**src/sccl_pkg.sv**
```systemverilog
package sccl_pkg;

  // register byte offsets on the plain register port
  localparam int unsigned ADDR_W    = 4;
  localparam logic [3:0]  ADDR_CFG  = 4'h0;
  localparam logic [3:0]  ADDR_CTRL = 4'h4;
  localparam logic [3:0]  ADDR_STAT = 4'h8;

  // source select codes written into the config register
  localparam logic [1:0] SEL_INT = 2'h0;
  localparam logic [1:0] SEL_EXT = 2'h1;
  localparam logic [1:0] SEL_PLL = 2'h2;

  // control register bit positions
  localparam int unsigned CTRL_IRQ_EN_BIT = 0;
  localparam int unsigned CTRL_CLR_BIT    = 1;

  // config register fields, highest field first in the word
  typedef struct packed {
    logic [1:0] conv_div;    // converter divide 2,4,6,8
    logic [2:0] apb_hi_div;  // high speed bus prescaler code
    logic [2:0] apb_lo_div;  // low speed bus prescaler code
    logic [2:0] ahb_div;     // main bus prescaler code
    logic [1:0] pll_div;     // pll divider code
    logic [3:0] pll_mul;     // pll multiplier code
    logic       pll_ref_ext; // pll reference: 1 external
    logic [1:0] src;         // core root source select
  } sccl_cfg_s;

  localparam int unsigned CFG_W   = $bits(sccl_cfg_s);
  localparam sccl_cfg_s   CFG_RST = '0;

  // status register layout
  localparam int unsigned STAT_SRC_LSB  = 0;
  localparam int unsigned STAT_FAIL_BIT = 3;
  localparam int unsigned STAT_IEN_BIT  = 4;

  // active source, one-hot
  typedef enum logic [2:0] {
    SRC_INT = 3'b001,
    SRC_EXT = 3'b010,
    SRC_PLL = 3'b100
  } sccl_src_e;

  // external oscillator loss timeout
  localparam int unsigned CLK_PERIOD_NS = 100;
  localparam int unsigned FAIL_TIME_NS  = 5000;
  localparam int unsigned FAIL_CYC      = FAIL_TIME_NS / CLK_PERIOD_NS;
  localparam int unsigned SYNC_STAGES   = 2;

endpackage

```
**src/sccl_clock_control.sv**
```systemverilog
`timescale 1ns/1ps
// How it works
// RQ1: after reset core root runs internal oscillator
// RQ2: root mux offers internal, external, pll sources
// RQ3: pll reference selectable; multiplier, divider configurable
// RQ4: external failure forces internal, raises enabled interrupt
// RQ5: main bus from root; both peripheral buses prescaled
// RQ6: software keeps bus clocks within their limits
// RQ7: converter clock is high bus divided 2/4/6/8
// RQ8: software runs external memory at its clock
// RQ9: software picks usb compatible root frequency
// RQ10: timer clock doubles unless bus prescaler is one
module sccl_clock_control
  import sccl_pkg::*;
#(
  parameter int unsigned FAIL_CYCLES = FAIL_CYC
) (
  input  wire logic              clk_i,
  input  wire logic              arst_n_i,
  input  wire logic              ce_i,
  input  wire logic [ADDR_W-1:0] addr_i,
  input  wire logic [31:0]       wdata_i,
  input  wire logic              wr_i,
  input  wire logic              rd_i,
  output logic [31:0]            rdata_o,
  input  wire logic              internal_fast_osc_clk_i,
  input  wire logic              external_fast_osc_clk_i,
  input  wire logic              pll_out_clk_i,
  output logic                   pll_ref_ext_o,
  output logic [3:0]             pll_mul_o,
  output logic [1:0]             pll_div_o,
  output logic                   core_root_tick_o,
  output logic                   ahb_tick_o,
  output logic                   apb_low_speed_tick_o,
  output logic                   apb_high_speed_tick_o,
  output logic                   converter_tick_o,
  output logic                   timer_low_tick_o,
  output logic                   timer_high_tick_o,
  output logic                   fail_irq_o
);

  // refuse a timeout that the 16-bit loss monitor cannot count
  if (FAIL_CYCLES < 2 || FAIL_CYCLES > 65535) begin : g_bad_fail_cycles
    $error("FAIL_CYCLES out of range");
  end

  sccl_cfg_s  cfg_q;
  sccl_src_e  src_q, src_d;
  logic       irq_en_q;
  logic       fail_q;
  logic [15:0] mon_cnt_q;
  logic [2:0] s1_q, s2_q, s3_q;
  logic [3:0] ahb_cnt_q, apbl_cnt_q, apbh_cnt_q;
  logic [2:0] conv_cnt_q;

  // prescaler code to divide ratio 1,2,4,8,16
  function automatic logic [4:0] pre_div(input logic [2:0] code);
    pre_div = (code >= 3'h4) ? 5'h10 : (5'h01 << code);
  endfunction

  // oscillator inputs pass two flops, third flop only for edges
  always_ff @(posedge clk_i or negedge arst_n_i) begin
    if (!arst_n_i) begin
      s1_q <= 3'h0;
      s2_q <= 3'h0;
      s3_q <= 3'h0;
    end else if (ce_i) begin
      s1_q <= {pll_out_clk_i, external_fast_osc_clk_i,
               internal_fast_osc_clk_i};
      s2_q <= s1_q;
      s3_q <= s2_q;
    end
  end

  // rising edges of each source
  wire [2:0] osc_edge = s2_q & ~s3_q;
  wire       int_edge = osc_edge[0];
  wire       ext_edge = osc_edge[1];
  wire       pll_edge = osc_edge[2];

  // register port decode
  wire cfg_wr  = wr_i && (addr_i == ADDR_CFG);
  wire ctrl_wr = wr_i && (addr_i == ADDR_CTRL);
  wire stat_rd = rd_i && (addr_i == ADDR_STAT);
  wire cfg_rd  = rd_i && (addr_i == ADDR_CFG);
  wire ctrl_rd = rd_i && (addr_i == ADDR_CTRL);
  wire sccl_cfg_s cfg_new = sccl_cfg_s'(wdata_i[CFG_W-1:0]);

  // external oscillator in use directly or as pll reference
  wire ext_used = (src_q == SRC_EXT) ||
                  ((src_q == SRC_PLL) && cfg_q.pll_ref_ext);
  wire fail_set = ext_used && !ext_edge &&
                  (mon_cnt_q == 16'(FAIL_CYCLES - 1)); // [RQ4]
  wire fail_clr = ctrl_wr && wdata_i[CTRL_CLR_BIT];

  // loss monitor counts clk_i cycles between external edges
  always_ff @(posedge clk_i or negedge arst_n_i) begin
    if (!arst_n_i) begin
      mon_cnt_q <= 16'h0;
    end else if (ce_i) begin
      if (!ext_used || ext_edge || fail_set) begin
        mon_cnt_q <= 16'h0;
      end else begin
        mon_cnt_q <= mon_cnt_q + 16'h1;
      end
    end
  end

  // source switch; failure overrides, external or external-referenced pll selection blocked while failed
  always_comb begin
    src_d = src_q;
    if (fail_set) begin
      src_d = SRC_INT; // [RQ4]
    end else if (cfg_wr) begin
      case (cfg_new.src) // [RQ2]
        SEL_INT: src_d = SRC_INT;
        SEL_EXT: src_d = fail_q ? src_q : SRC_EXT;
        SEL_PLL: src_d = (fail_q && cfg_new.pll_ref_ext) ? src_q : SRC_PLL;
        default: src_d = src_q;
      endcase
    end
  end

  // source state, config and control registers
  always_ff @(posedge clk_i or negedge arst_n_i) begin
    if (!arst_n_i) begin
      src_q    <= SRC_INT; // [RQ1]
      cfg_q    <= CFG_RST;
      irq_en_q <= 1'b0;
      fail_q   <= 1'b0;
    end else if (ce_i) begin
      src_q <= src_d;
      if (cfg_wr) begin
        cfg_q <= cfg_new; // [RQ3]
      end
      if (ctrl_wr) begin
        irq_en_q <= wdata_i[CTRL_IRQ_EN_BIT];
      end
      // set wins over a simultaneous clear
      fail_q <= fail_set | (fail_q & ~fail_clr); // [RQ4]
    end
  end

  // divider chain: root, main bus, two peripheral buses, converter
  wire       root_edge = (src_q == SRC_INT) ? int_edge :
                         (src_q == SRC_EXT) ? ext_edge : pll_edge;
  wire [4:0] ahb_n  = pre_div(cfg_q.ahb_div);
  wire [4:0] apbl_n = pre_div(cfg_q.apb_lo_div);
  wire [4:0] apbh_n = pre_div(cfg_q.apb_hi_div);
  wire [3:0] conv_n = {cfg_q.conv_div, 1'b0} + 4'h2;
  // wrap at or past the end so a shrunk ratio never overruns
  wire ahb_t  = root_edge && ({1'b0, ahb_cnt_q} >= ahb_n - 5'h1); // [RQ5]
  wire apbl_w = ({1'b0, apbl_cnt_q} >= apbl_n - 5'h1);
  wire apbh_w = ({1'b0, apbh_cnt_q} >= apbh_n - 5'h1);
  wire apbl_t = ahb_t && apbl_w; // [RQ5]
  wire apbh_t = ahb_t && apbh_w; // [RQ5]
  wire apbl_h = ({1'b0, apbl_cnt_q} == (apbl_n >> 1) - 5'h1);
  wire apbh_h = ({1'b0, apbh_cnt_q} == (apbh_n >> 1) - 5'h1);
  // timer runs at bus rate for ratio one, else at twice it
  wire tmrl_t = (apbl_n == 5'h1) ? apbl_t : ahb_t && (apbl_w || apbl_h);
  wire tmrh_t = (apbh_n == 5'h1) ? apbh_t : ahb_t && (apbh_w || apbh_h);
  wire conv_t = apbh_t && ({1'b0, conv_cnt_q} >= conv_n - 4'h1); // [RQ7]

  // prescaler counters advance on the ticks of the level above
  always_ff @(posedge clk_i or negedge arst_n_i) begin
    if (!arst_n_i) begin
      ahb_cnt_q  <= 4'h0;
      apbl_cnt_q <= 4'h0;
      apbh_cnt_q <= 4'h0;
      conv_cnt_q <= 3'h0;
    end else if (ce_i) begin
      if (root_edge) begin
        ahb_cnt_q <= ahb_t ? 4'h0 : ahb_cnt_q + 4'h1;
      end
      if (ahb_t) begin
        apbl_cnt_q <= apbl_w ? 4'h0 : apbl_cnt_q + 4'h1;
        apbh_cnt_q <= apbh_w ? 4'h0 : apbh_cnt_q + 4'h1;
      end
      if (apbh_t) begin
        conv_cnt_q <= conv_t ? 3'h0 : conv_cnt_q + 3'h1;
      end
    end
  end

  // registered read data, unmapped reads return zero
  wire [31:0] stat_word = {27'h0, irq_en_q, fail_q, src_q};
  wire [31:0] rd_word   = cfg_rd  ? {{(32-CFG_W){1'b0}}, cfg_q} :
                          ctrl_rd ? {31'h0, irq_en_q} :
                          stat_rd ? stat_word : 32'h0;

  // all outputs from flops
  always_ff @(posedge clk_i or negedge arst_n_i) begin
    if (!arst_n_i) begin
      rdata_o               <= 32'h0;
      pll_ref_ext_o         <= 1'b0;
      pll_mul_o             <= 4'h0;
      pll_div_o             <= 2'h0;
      core_root_tick_o      <= 1'b0;
      ahb_tick_o            <= 1'b0;
      apb_low_speed_tick_o  <= 1'b0;
      apb_high_speed_tick_o <= 1'b0;
      converter_tick_o      <= 1'b0;
      timer_low_tick_o      <= 1'b0;
      timer_high_tick_o     <= 1'b0;
      fail_irq_o            <= 1'b0;
    end else if (ce_i) begin
      if (rd_i) begin
        rdata_o <= rd_word;
      end
      pll_ref_ext_o         <= cfg_q.pll_ref_ext; // [RQ3]
      pll_mul_o             <= cfg_q.pll_mul;
      pll_div_o             <= cfg_q.pll_div;
      core_root_tick_o      <= root_edge;
      ahb_tick_o            <= ahb_t;
      apb_low_speed_tick_o  <= apbl_t;
      apb_high_speed_tick_o <= apbh_t;
      converter_tick_o      <= conv_t;
      timer_low_tick_o      <= tmrl_t; // [RQ10]
      timer_high_tick_o     <= tmrh_t; // [RQ10]
      fail_irq_o            <= fail_q & irq_en_q; // [RQ4]
    end
  end

  // leaving the internal source needs a config write
  property p_src_by_write;
    @(posedge clk_i) disable iff (!arst_n_i)
    (src_q != SRC_INT && $changed(src_q)) |-> $past(cfg_wr);
  endproperty
  a_src_by_write: assert property (p_src_by_write) // [RQ1]
    else $error("source left internal without a write");

  property p_src_onehot;
    @(posedge clk_i) disable iff (!arst_n_i)
    $onehot(src_q);
  endproperty
  a_src_onehot: assert property (p_src_onehot) // [RQ2]
    else $error("active source not one of three");

  property p_pll_ref;
    @(posedge clk_i) disable iff (!arst_n_i)
    (ce_i && cfg_wr) ##1 ce_i |=> pll_ref_ext_o == $past(cfg_q.pll_ref_ext);
  endproperty
  a_pll_ref: assert property (p_pll_ref) // [RQ3]
    else $error("pll reference output does not follow config");

  property p_fail_switch;
    @(posedge clk_i) disable iff (!arst_n_i)
    (ce_i && fail_set) |=> (src_q == SRC_INT) && fail_q;
  endproperty
  a_fail_switch: assert property (p_fail_switch) // [RQ4]
    else $error("failure did not force internal source");

  property p_fail_irq;
    @(posedge clk_i) disable iff (!arst_n_i)
    (ce_i && fail_set && irq_en_q && !ctrl_wr) ##1 ce_i |=> fail_irq_o;
  endproperty
  a_fail_irq: assert property (p_fail_irq) // [RQ4]
    else $error("enabled failure interrupt not raised");

  property p_bus_chain;
    @(posedge clk_i) disable iff (!arst_n_i)
    (apb_low_speed_tick_o || apb_high_speed_tick_o) |->
      ahb_tick_o && core_root_tick_o;
  endproperty
  a_bus_chain: assert property (p_bus_chain) // [RQ5]
    else $error("peripheral bus tick without main bus tick");

  property p_conv_tick;
    @(posedge clk_i) disable iff (!arst_n_i)
    converter_tick_o |-> apb_high_speed_tick_o;
  endproperty
  a_conv_tick: assert property (p_conv_tick) // [RQ7]
    else $error("converter tick off the high bus tick");

  property p_timer_tick;
    @(posedge clk_i) disable iff (!arst_n_i)
    apb_low_speed_tick_o |-> timer_low_tick_o;
  endproperty
  a_timer_tick: assert property (p_timer_tick) // [RQ10]
    else $error("timer tick missing on bus tick");

  // first edge out of reset finds the internal source
  property p_reset_src;
    @(posedge clk_i) disable iff (!arst_n_i)
    $rose(arst_n_i) |-> src_q == SRC_INT;
  endproperty
  a_reset_src: assert property (p_reset_src) // [RQ1]
    else $error("source not internal after reset");

  // no external source while the failure flag stands
  property p_fail_refuse;
    @(posedge clk_i) disable iff (!arst_n_i)
    fail_q |-> src_q != SRC_EXT;
  endproperty
  a_fail_refuse: assert property (p_fail_refuse) // [RQ4]
    else $error("external source selected while failed");

  // a clear without a new failure drops the flag
  property p_fail_clear;
    @(posedge clk_i) disable iff (!arst_n_i)
    (ce_i && fail_clr && !fail_set) |=> !fail_q;
  endproperty
  a_fail_clear: assert property (p_fail_clear) // [RQ4]
    else $error("failure flag not cleared");

  // interrupt output stays low while disabled
  property p_irq_mask;
    @(posedge clk_i) disable iff (!arst_n_i)
    (ce_i && !irq_en_q) |=> !fail_irq_o;
  endproperty
  a_irq_mask: assert property (p_irq_mask) // [RQ4]
    else $error("interrupt raised while disabled");

endmodule

```
**config.mk**
```make
export PLATFORM = sky130hd
export DESIGN_NAME = sccl_clock_control
export DESIGN_NICKNAME = d
export VERILOG_FILES = /design/src/sccl_pkg.sv /design/src/sccl_clock_control.sv
export SDC_FILE = /design/constraint.sdc
export NUM_CORES = 1
export LEC_CHECK = 0
export BUFFER_PORTS_ARGS = -buffer_cell sky130_fd_sc_hd__buf_2
export CELL_PAD_IN_SITES_DETAIL_PLACEMENT = 2
export CELL_PAD_IN_SITES_GLOBAL_PLACEMENT = 2
export CORE_MARGIN = 2
export CORE_UTILIZATION = 32
export CTS_CLUSTER_DIAMETER = 120
export CTS_CLUSTER_SIZE = 10
export DETAILED_ROUTE_END_ITERATION = 12
export PLACE_DENSITY_LB_ADDON = 0.1
export SYNTH_ARGS = -nofsm -noshare
export SYNTH_HDL_FRONTEND = slang
export SYNTH_SLANG_ARGS = --single-unit
```
**constraint.sdc**
```tcl
create_clock -name clk_i -period 2.95 [get_ports clk_i]
set_input_delay 0.4425 -clock clk_i [delete_from_list [all_inputs] [get_ports clk_i]]
set_output_delay 0.4425 -clock clk_i [all_outputs]
set_load 0.05 [all_outputs]
```
* Word-level counts from Yosys, hierarchy flattened
Cells that the tools add are included.
** Word-level totals
- Flip-flop bits (word level) :: 112
- Bits of input ports :: 44
- Output and inout port bits :: 47
** Cells by class
- Bitwise gates (word level) :: 6
- Reductions and logical operators :: 34
- $lt $le $gt $ge :: 7
- Mux-type cells :: 20
- Shifts and indexed selects :: 3
- Add/sub/neg operators :: 12
- Equality and inequality tests :: 14
** Operator list (count)
- 2-to-1 mux 5 bit :: 5
- 2-to-1 mux 20 bit :: 1
- adder 16 x 1 -> 16 bit (second input constant) :: 1
- equality test 16 x 6 -> 1 bit (second input constant) :: 1
- logical AND 1 bit :: 16
- 2-to-1 mux 16 bit :: 1
- >= comparator 4 x 5 -> 1 bit :: 3
- 2-to-1 mux 3 bit :: 5
- << shifter 1 x 3 -> 5 bit (first input constant) :: 3
- subtractor 5 x 1 -> 5 bit (second input constant) :: 3
- adder 4 x 1 -> 4 bit (second input constant) :: 3
- 2-to-1 mux 4 bit :: 3
- AND reduction 2 bit :: 6
- equality test 4 x 5 -> 1 bit :: 2
- equality test 5 x 1 -> 1 bit (second input constant) :: 2
- subtractor 4 x 1 -> 5 bit (second input constant) :: 2
- >= comparator 3 bit (second input constant) :: 3
- one-hot mux 3 bit (3 select lines) :: 1
- != test 3 bit (second input constant) :: 2
- logical OR 1 bit :: 5
- AND reduction 5 bit :: 1
- adder 3 x 2 -> 4 bit (second input constant) :: 1
- equality test 4 x 3 -> 1 bit (second input constant) :: 1
- equality test 4 bit (second input constant) :: 1
- 19 further kinds :: 24

* Depth between registers and ports, before layout
- Word-level depth :: 8
- Mapped depth :: 13
- Gate-level depth less buffers :: 11

* Worst setup path after synthesis
No wires, ideal clock.
- Path kind :: register to register
- Start :: register cfg_q[16] (netlist bit)
- End :: register conv_cnt_q[0]
- Cell stages (with the launch flop) :: 13
- Period minus slack after synthesis :: 3.123 ns
- Setup slack :: -0.173 ns
- Required time :: 2.825 ns
- Library setup time :: 0.125 ns
- Data arrival time :: 2.998 ns
- Cells stage by stage :: dfrtp_1 > clkbuf_1 > or3b_2 > ha_1 > inv_1 > a2bb2oi_1 > o22ai_1 > ha_1 > nor2_1 > a211o_1 > or3_1 > buf_2 > mux2_4
** On the way
- Cells in the longest elaborated chain, start to end :: 7
- Elaborated cells on any way between the ends :: 9
** Ends and longest elaborated chain
- from (decl) :: RTL line sccl_clock_control.sv:47 : sccl_cfg_s cfg_q;
- from (signal assigned) :: RTL line sccl_clock_control.sv:134 : cfg_q <= cfg_new;
- >= comparator 3 bit or << shifter 1 x 3 -> 5 bit (tied branches) :: RTL line sccl_clock_control.sv:58 : pre_div = (code >= 3'h4) ? 5'h10 : (5'h01 << code);
- 2-to-1 mux 5 bit (*) :: RTL line sccl_clock_control.sv:58
- subtractor 5 x 1 -> 5 bit (*) :: RTL line sccl_clock_control.sv:154 : wire apbh_w = ({1'b0, apbh_cnt_q} >= apbh_n - 5'h1);
- >= comparator 4 x 5 -> 1 bit (*) :: RTL line sccl_clock_control.sv:154
- logical AND 1 bit (*) :: RTL line sccl_clock_control.sv:156 : wire apbh_t = ahb_t && apbh_w;
- logical AND 1 bit :: RTL line sccl_clock_control.sv:162 : wire conv_t = apbh_t && ({1'b0, conv_cnt_q} >= conv_n - 4'h1);
- 2-to-1 mux 3 bit :: RTL line sccl_clock_control.sv:180 : conv_cnt_q <= conv_t ? 3'h0 : conv_cnt_q + 3'h1;
- to (signal assigned) :: RTL line sccl_clock_control.sv:180
- to (decl) :: RTL line sccl_clock_control.sv:54 : logic [2:0] conv_cnt_q;
Every way passes the cells marked *; elsewhere a longest branch is shown, timed or not.
A chain may end at the register's enable or synchronous reset.

* Final worst setup path
- Start :: register cfg_q[16] (netlist bit)
- End :: register conv_cnt_q[2]
The elaborated chain is that of the path after synthesis.

==> impl_metrics.ini <==
[grt]
grt_max_degree = 63
grt_util_met3 = 0.0336
top_usage_layer = met2
grt_util_met1 = 0.236
grtUsageMet2 = 0.268
antenna_found_initial = 0
globalRoute.totalOverflow = 0
grt_pass1_wl_um = 22400
gr-usage-all-layers = 0.169
grt_pass1_vias = 4236

[timing]
period_share = 0.933
setup_viol = 0
drv_slew = 0
hold_viol = 0
finClkSkew_ns = 0.00770
fmax_mhz = 363
setup_tns_ns = 0
worst_slew_pin_slew_ns = 0.803
worst_slack_ns = 0.198
fin_crit_ns = 2.75
grt_setup_unrepaired = false
slew-limit-headroom = 0.465

[placement]
gp_congestion = 0.770
pre_cts_slack_ns = 0.131
hpwl_um = 9640
portBuffers = 66

[drt]
viasPerCell = 5.04
drcViolationCount = 0
first_iter_violations = 147
wire_per_inst_um = 17.3
wirelength_um = 13300
first_pass_iters = 4
ant_nets = 0
vias = 3873

[hold_path]
hold_class = in2async

[logic_synthesis]
syn_area_um2 = 5100
post_synth_num_cell_types = 59
synth_area_leaders = dfrtp_1, mux2_2, ha_1, a22o_1, o21ai_0
synth_edf_count = 0
synth_flop_cell = dfrtp_1
synth_area_leader_cell = dfrtp_1
yosysSeqAreaShare = 0.491
syn_area_per_cell_um2 = 10.7
synth_top_cell_area_share = 0.485
ys_async_sr_fraction = 1.00
synthCells = 479
ys_ff_latch = 100
ys_warn_count = 0

[cells_and_area]
drive_gt1_frac = 0.257
area_delta_synth_final_pct = 18.6
final_util = 0.385
register_area_um2 = 2500
n_antenna_cell = 0
multi_input_area_um2 = 2390
nFillCells = 1697
nNetsFinal = 620

[floorplanning]
core_area_um2 = 15700
die_area_um2 = 17000
rows = 46
die_x_um = 130
initial_utilization = 0.325
die_h_um = 130
ioPinCount = 91

[clock_tree]
clk_pin_slew_ns = 0.07
cts_root_buf = clkbuf_16
cts_setup_buffers = 0
htreeDepth = 3
worstSkewPairLatency_ns = 0.35
tritoncts = yes
clockBufferDepth = 2
cts_made_buffers = 9
cts.sink_count = 100

[outcome]
outcome = completed

[power]
p_leak_nw = 2.84
ir_drop_uv = 279
power.density_nw_per_um2 = 768

[worst_setup_path]
worst_setup_path_end_kind = flip-flop
cp_max_fo = 8
crit_path_start_kind = flip-flop
worstSetupPathType = reg2reg
arrival_ns = 2.96
critPathRequiredTime_ns = 3.16

[flow_run]
max-cap-violations = 0
==> layout make-up <==
| class | instances | share of cell area |
|---|---|---|
| well taps | 216 | 0.0446 |
| repair buffers | 80 | 0.0765 |
| clock inverters | 5 | 0.0141 |
| clock buffers | 10 | 0.0395 |
| multi-input cells | 329 | 0.394 |
| inverters | 28 | 0.0174 |
| flip-flops and latches | 100 | 0.414 |
==> critical path: stages, from the launching register on <==
cell       delay, ns
dfrtp_2         0.42
or3b_4          0.42
ha_4            0.19
inv_1           0.07
a2bb2oi_1       0.16
o22ai_1         0.11
ha_1            0.29
nor2_1          0.04
a211o_1         0.23
buf_4           0.17
o41ai_1         0.36
o21ai_0         0.14
==> power by group <==
| part | switching (mW) | internal [mW] |
|---|---|---|
| logic | 0.914 | 0.580 |
| clock network | 0.533 | 0.767 |
| registers | 0.249 | 1.60 |
==> cells by family (layout without fill, tap and decap cells) <==
group	Yosys count	after routing	share of synthesized area
other cells	1	12	0.000735
buf+inv	61	123	0.0549
simple gates	129	129	0.135
xor+xnor	13	13	0.0223
fa+ha+maj	28	28	0.0686
flops	100	100	0.491
compound gates	112	112	0.150
mux	35	35	0.0777
==> registers in the layout, summed over array words and instances (netlist names), 4 cells and up <==
| name | count |
|---|---|
| apbl_cnt_q | 4 |
| pll_mul_o | 4 |
| mon_cnt_q | 16 |
| ahb_cnt_q | 4 |
| rdata_o | 20 |
| apbh_cnt_q | 4 |
| cfg_q | 20 |
==> worst paths after layout <==
| path | cells after the start | slack [ns] | start | end |
|---|---|---|---|---|
| max in group asynchronous | 2 | 2.09 | arst_n_i | src_q[0] |
| max | 11 | 0.20 | cfg_q[16] | conv_cnt_q[2] |
| min | 1 | 0.06 | arst_n_i | cfg_q[9] |
| max reg2reg | 11 | 0.20 | cfg_q[16] | conv_cnt_q[2] |
| min reg2reg | 1 | 0.48 | ahb_tick_o | ahb_tick_o |
| min in group clk_i | 3 | 0.30 | wdata_i[18] | cfg_q[18] |
==> cells in the mapped netlist, types with 5 or more instances <==
cell / n
nand4_1: 6
xor2_1: 6
nor2_1: 25
nor3_1: 6
buf_2: 5
ha_1: 28
o21ai_0: 35
clkbuf_1: 16
or3_1: 6
a21oi_1: 14
buf_4: 12
nand2b_1: 7
inv_1: 27
o22ai_1: 7
nand3_1: 13
nor2b_1: 8
a22o_1: 23
xnor2_1: 7
nand2_1: 30
nor4_1: 5
dfrtp_1: 99
mux2_2: 33
o2bb2ai_1: 5
==> timing repair <==
item                                    4_1_cts  5_1_grt
resized for setup                             0        3
endpoints found under the setup margin        0        4
endpoints found under the hold margin         0        0
hold buffers                                  0        0
==> metal layers <==
metal  up-vias  routed length (um)
met1      1966                6360
li1       1835                   -
met4         0                 158
met3        11                 513
met2        61                6240
met5         -                   0
==> stage by stage <==
step / cells / total power [mW] / instance area (um2) / hold slack [ns]
final: 768 / 4.65 / 6050 / 0.0613
after global routing: 768 / 5.00 / 6050 / 0.100
after CTS: 768 / 4.73 / 6050 / 0.0792
after detailed placement: 753 / 3.38 / 5720 / 0.466
after global placement: 753 / 3.28 / 5720 / 0.462
after floorplan: 490 / 2.89 / 5160 / 0.147
==> cells in the final DEF, fill, tap and decap left out, drive strengths merged, types with 8 or more instances in the layout <==
master   n
a22o    23
buf     80
nand2   30
dfrtp   99
o21ai   36
nor2    25
a21oi   14
inv     29
clkbuf  10
ha      28
nand3   13
mux2    34
nor2b    8
conb    12
No activity file was read; power rests on OpenSTA's default activity.
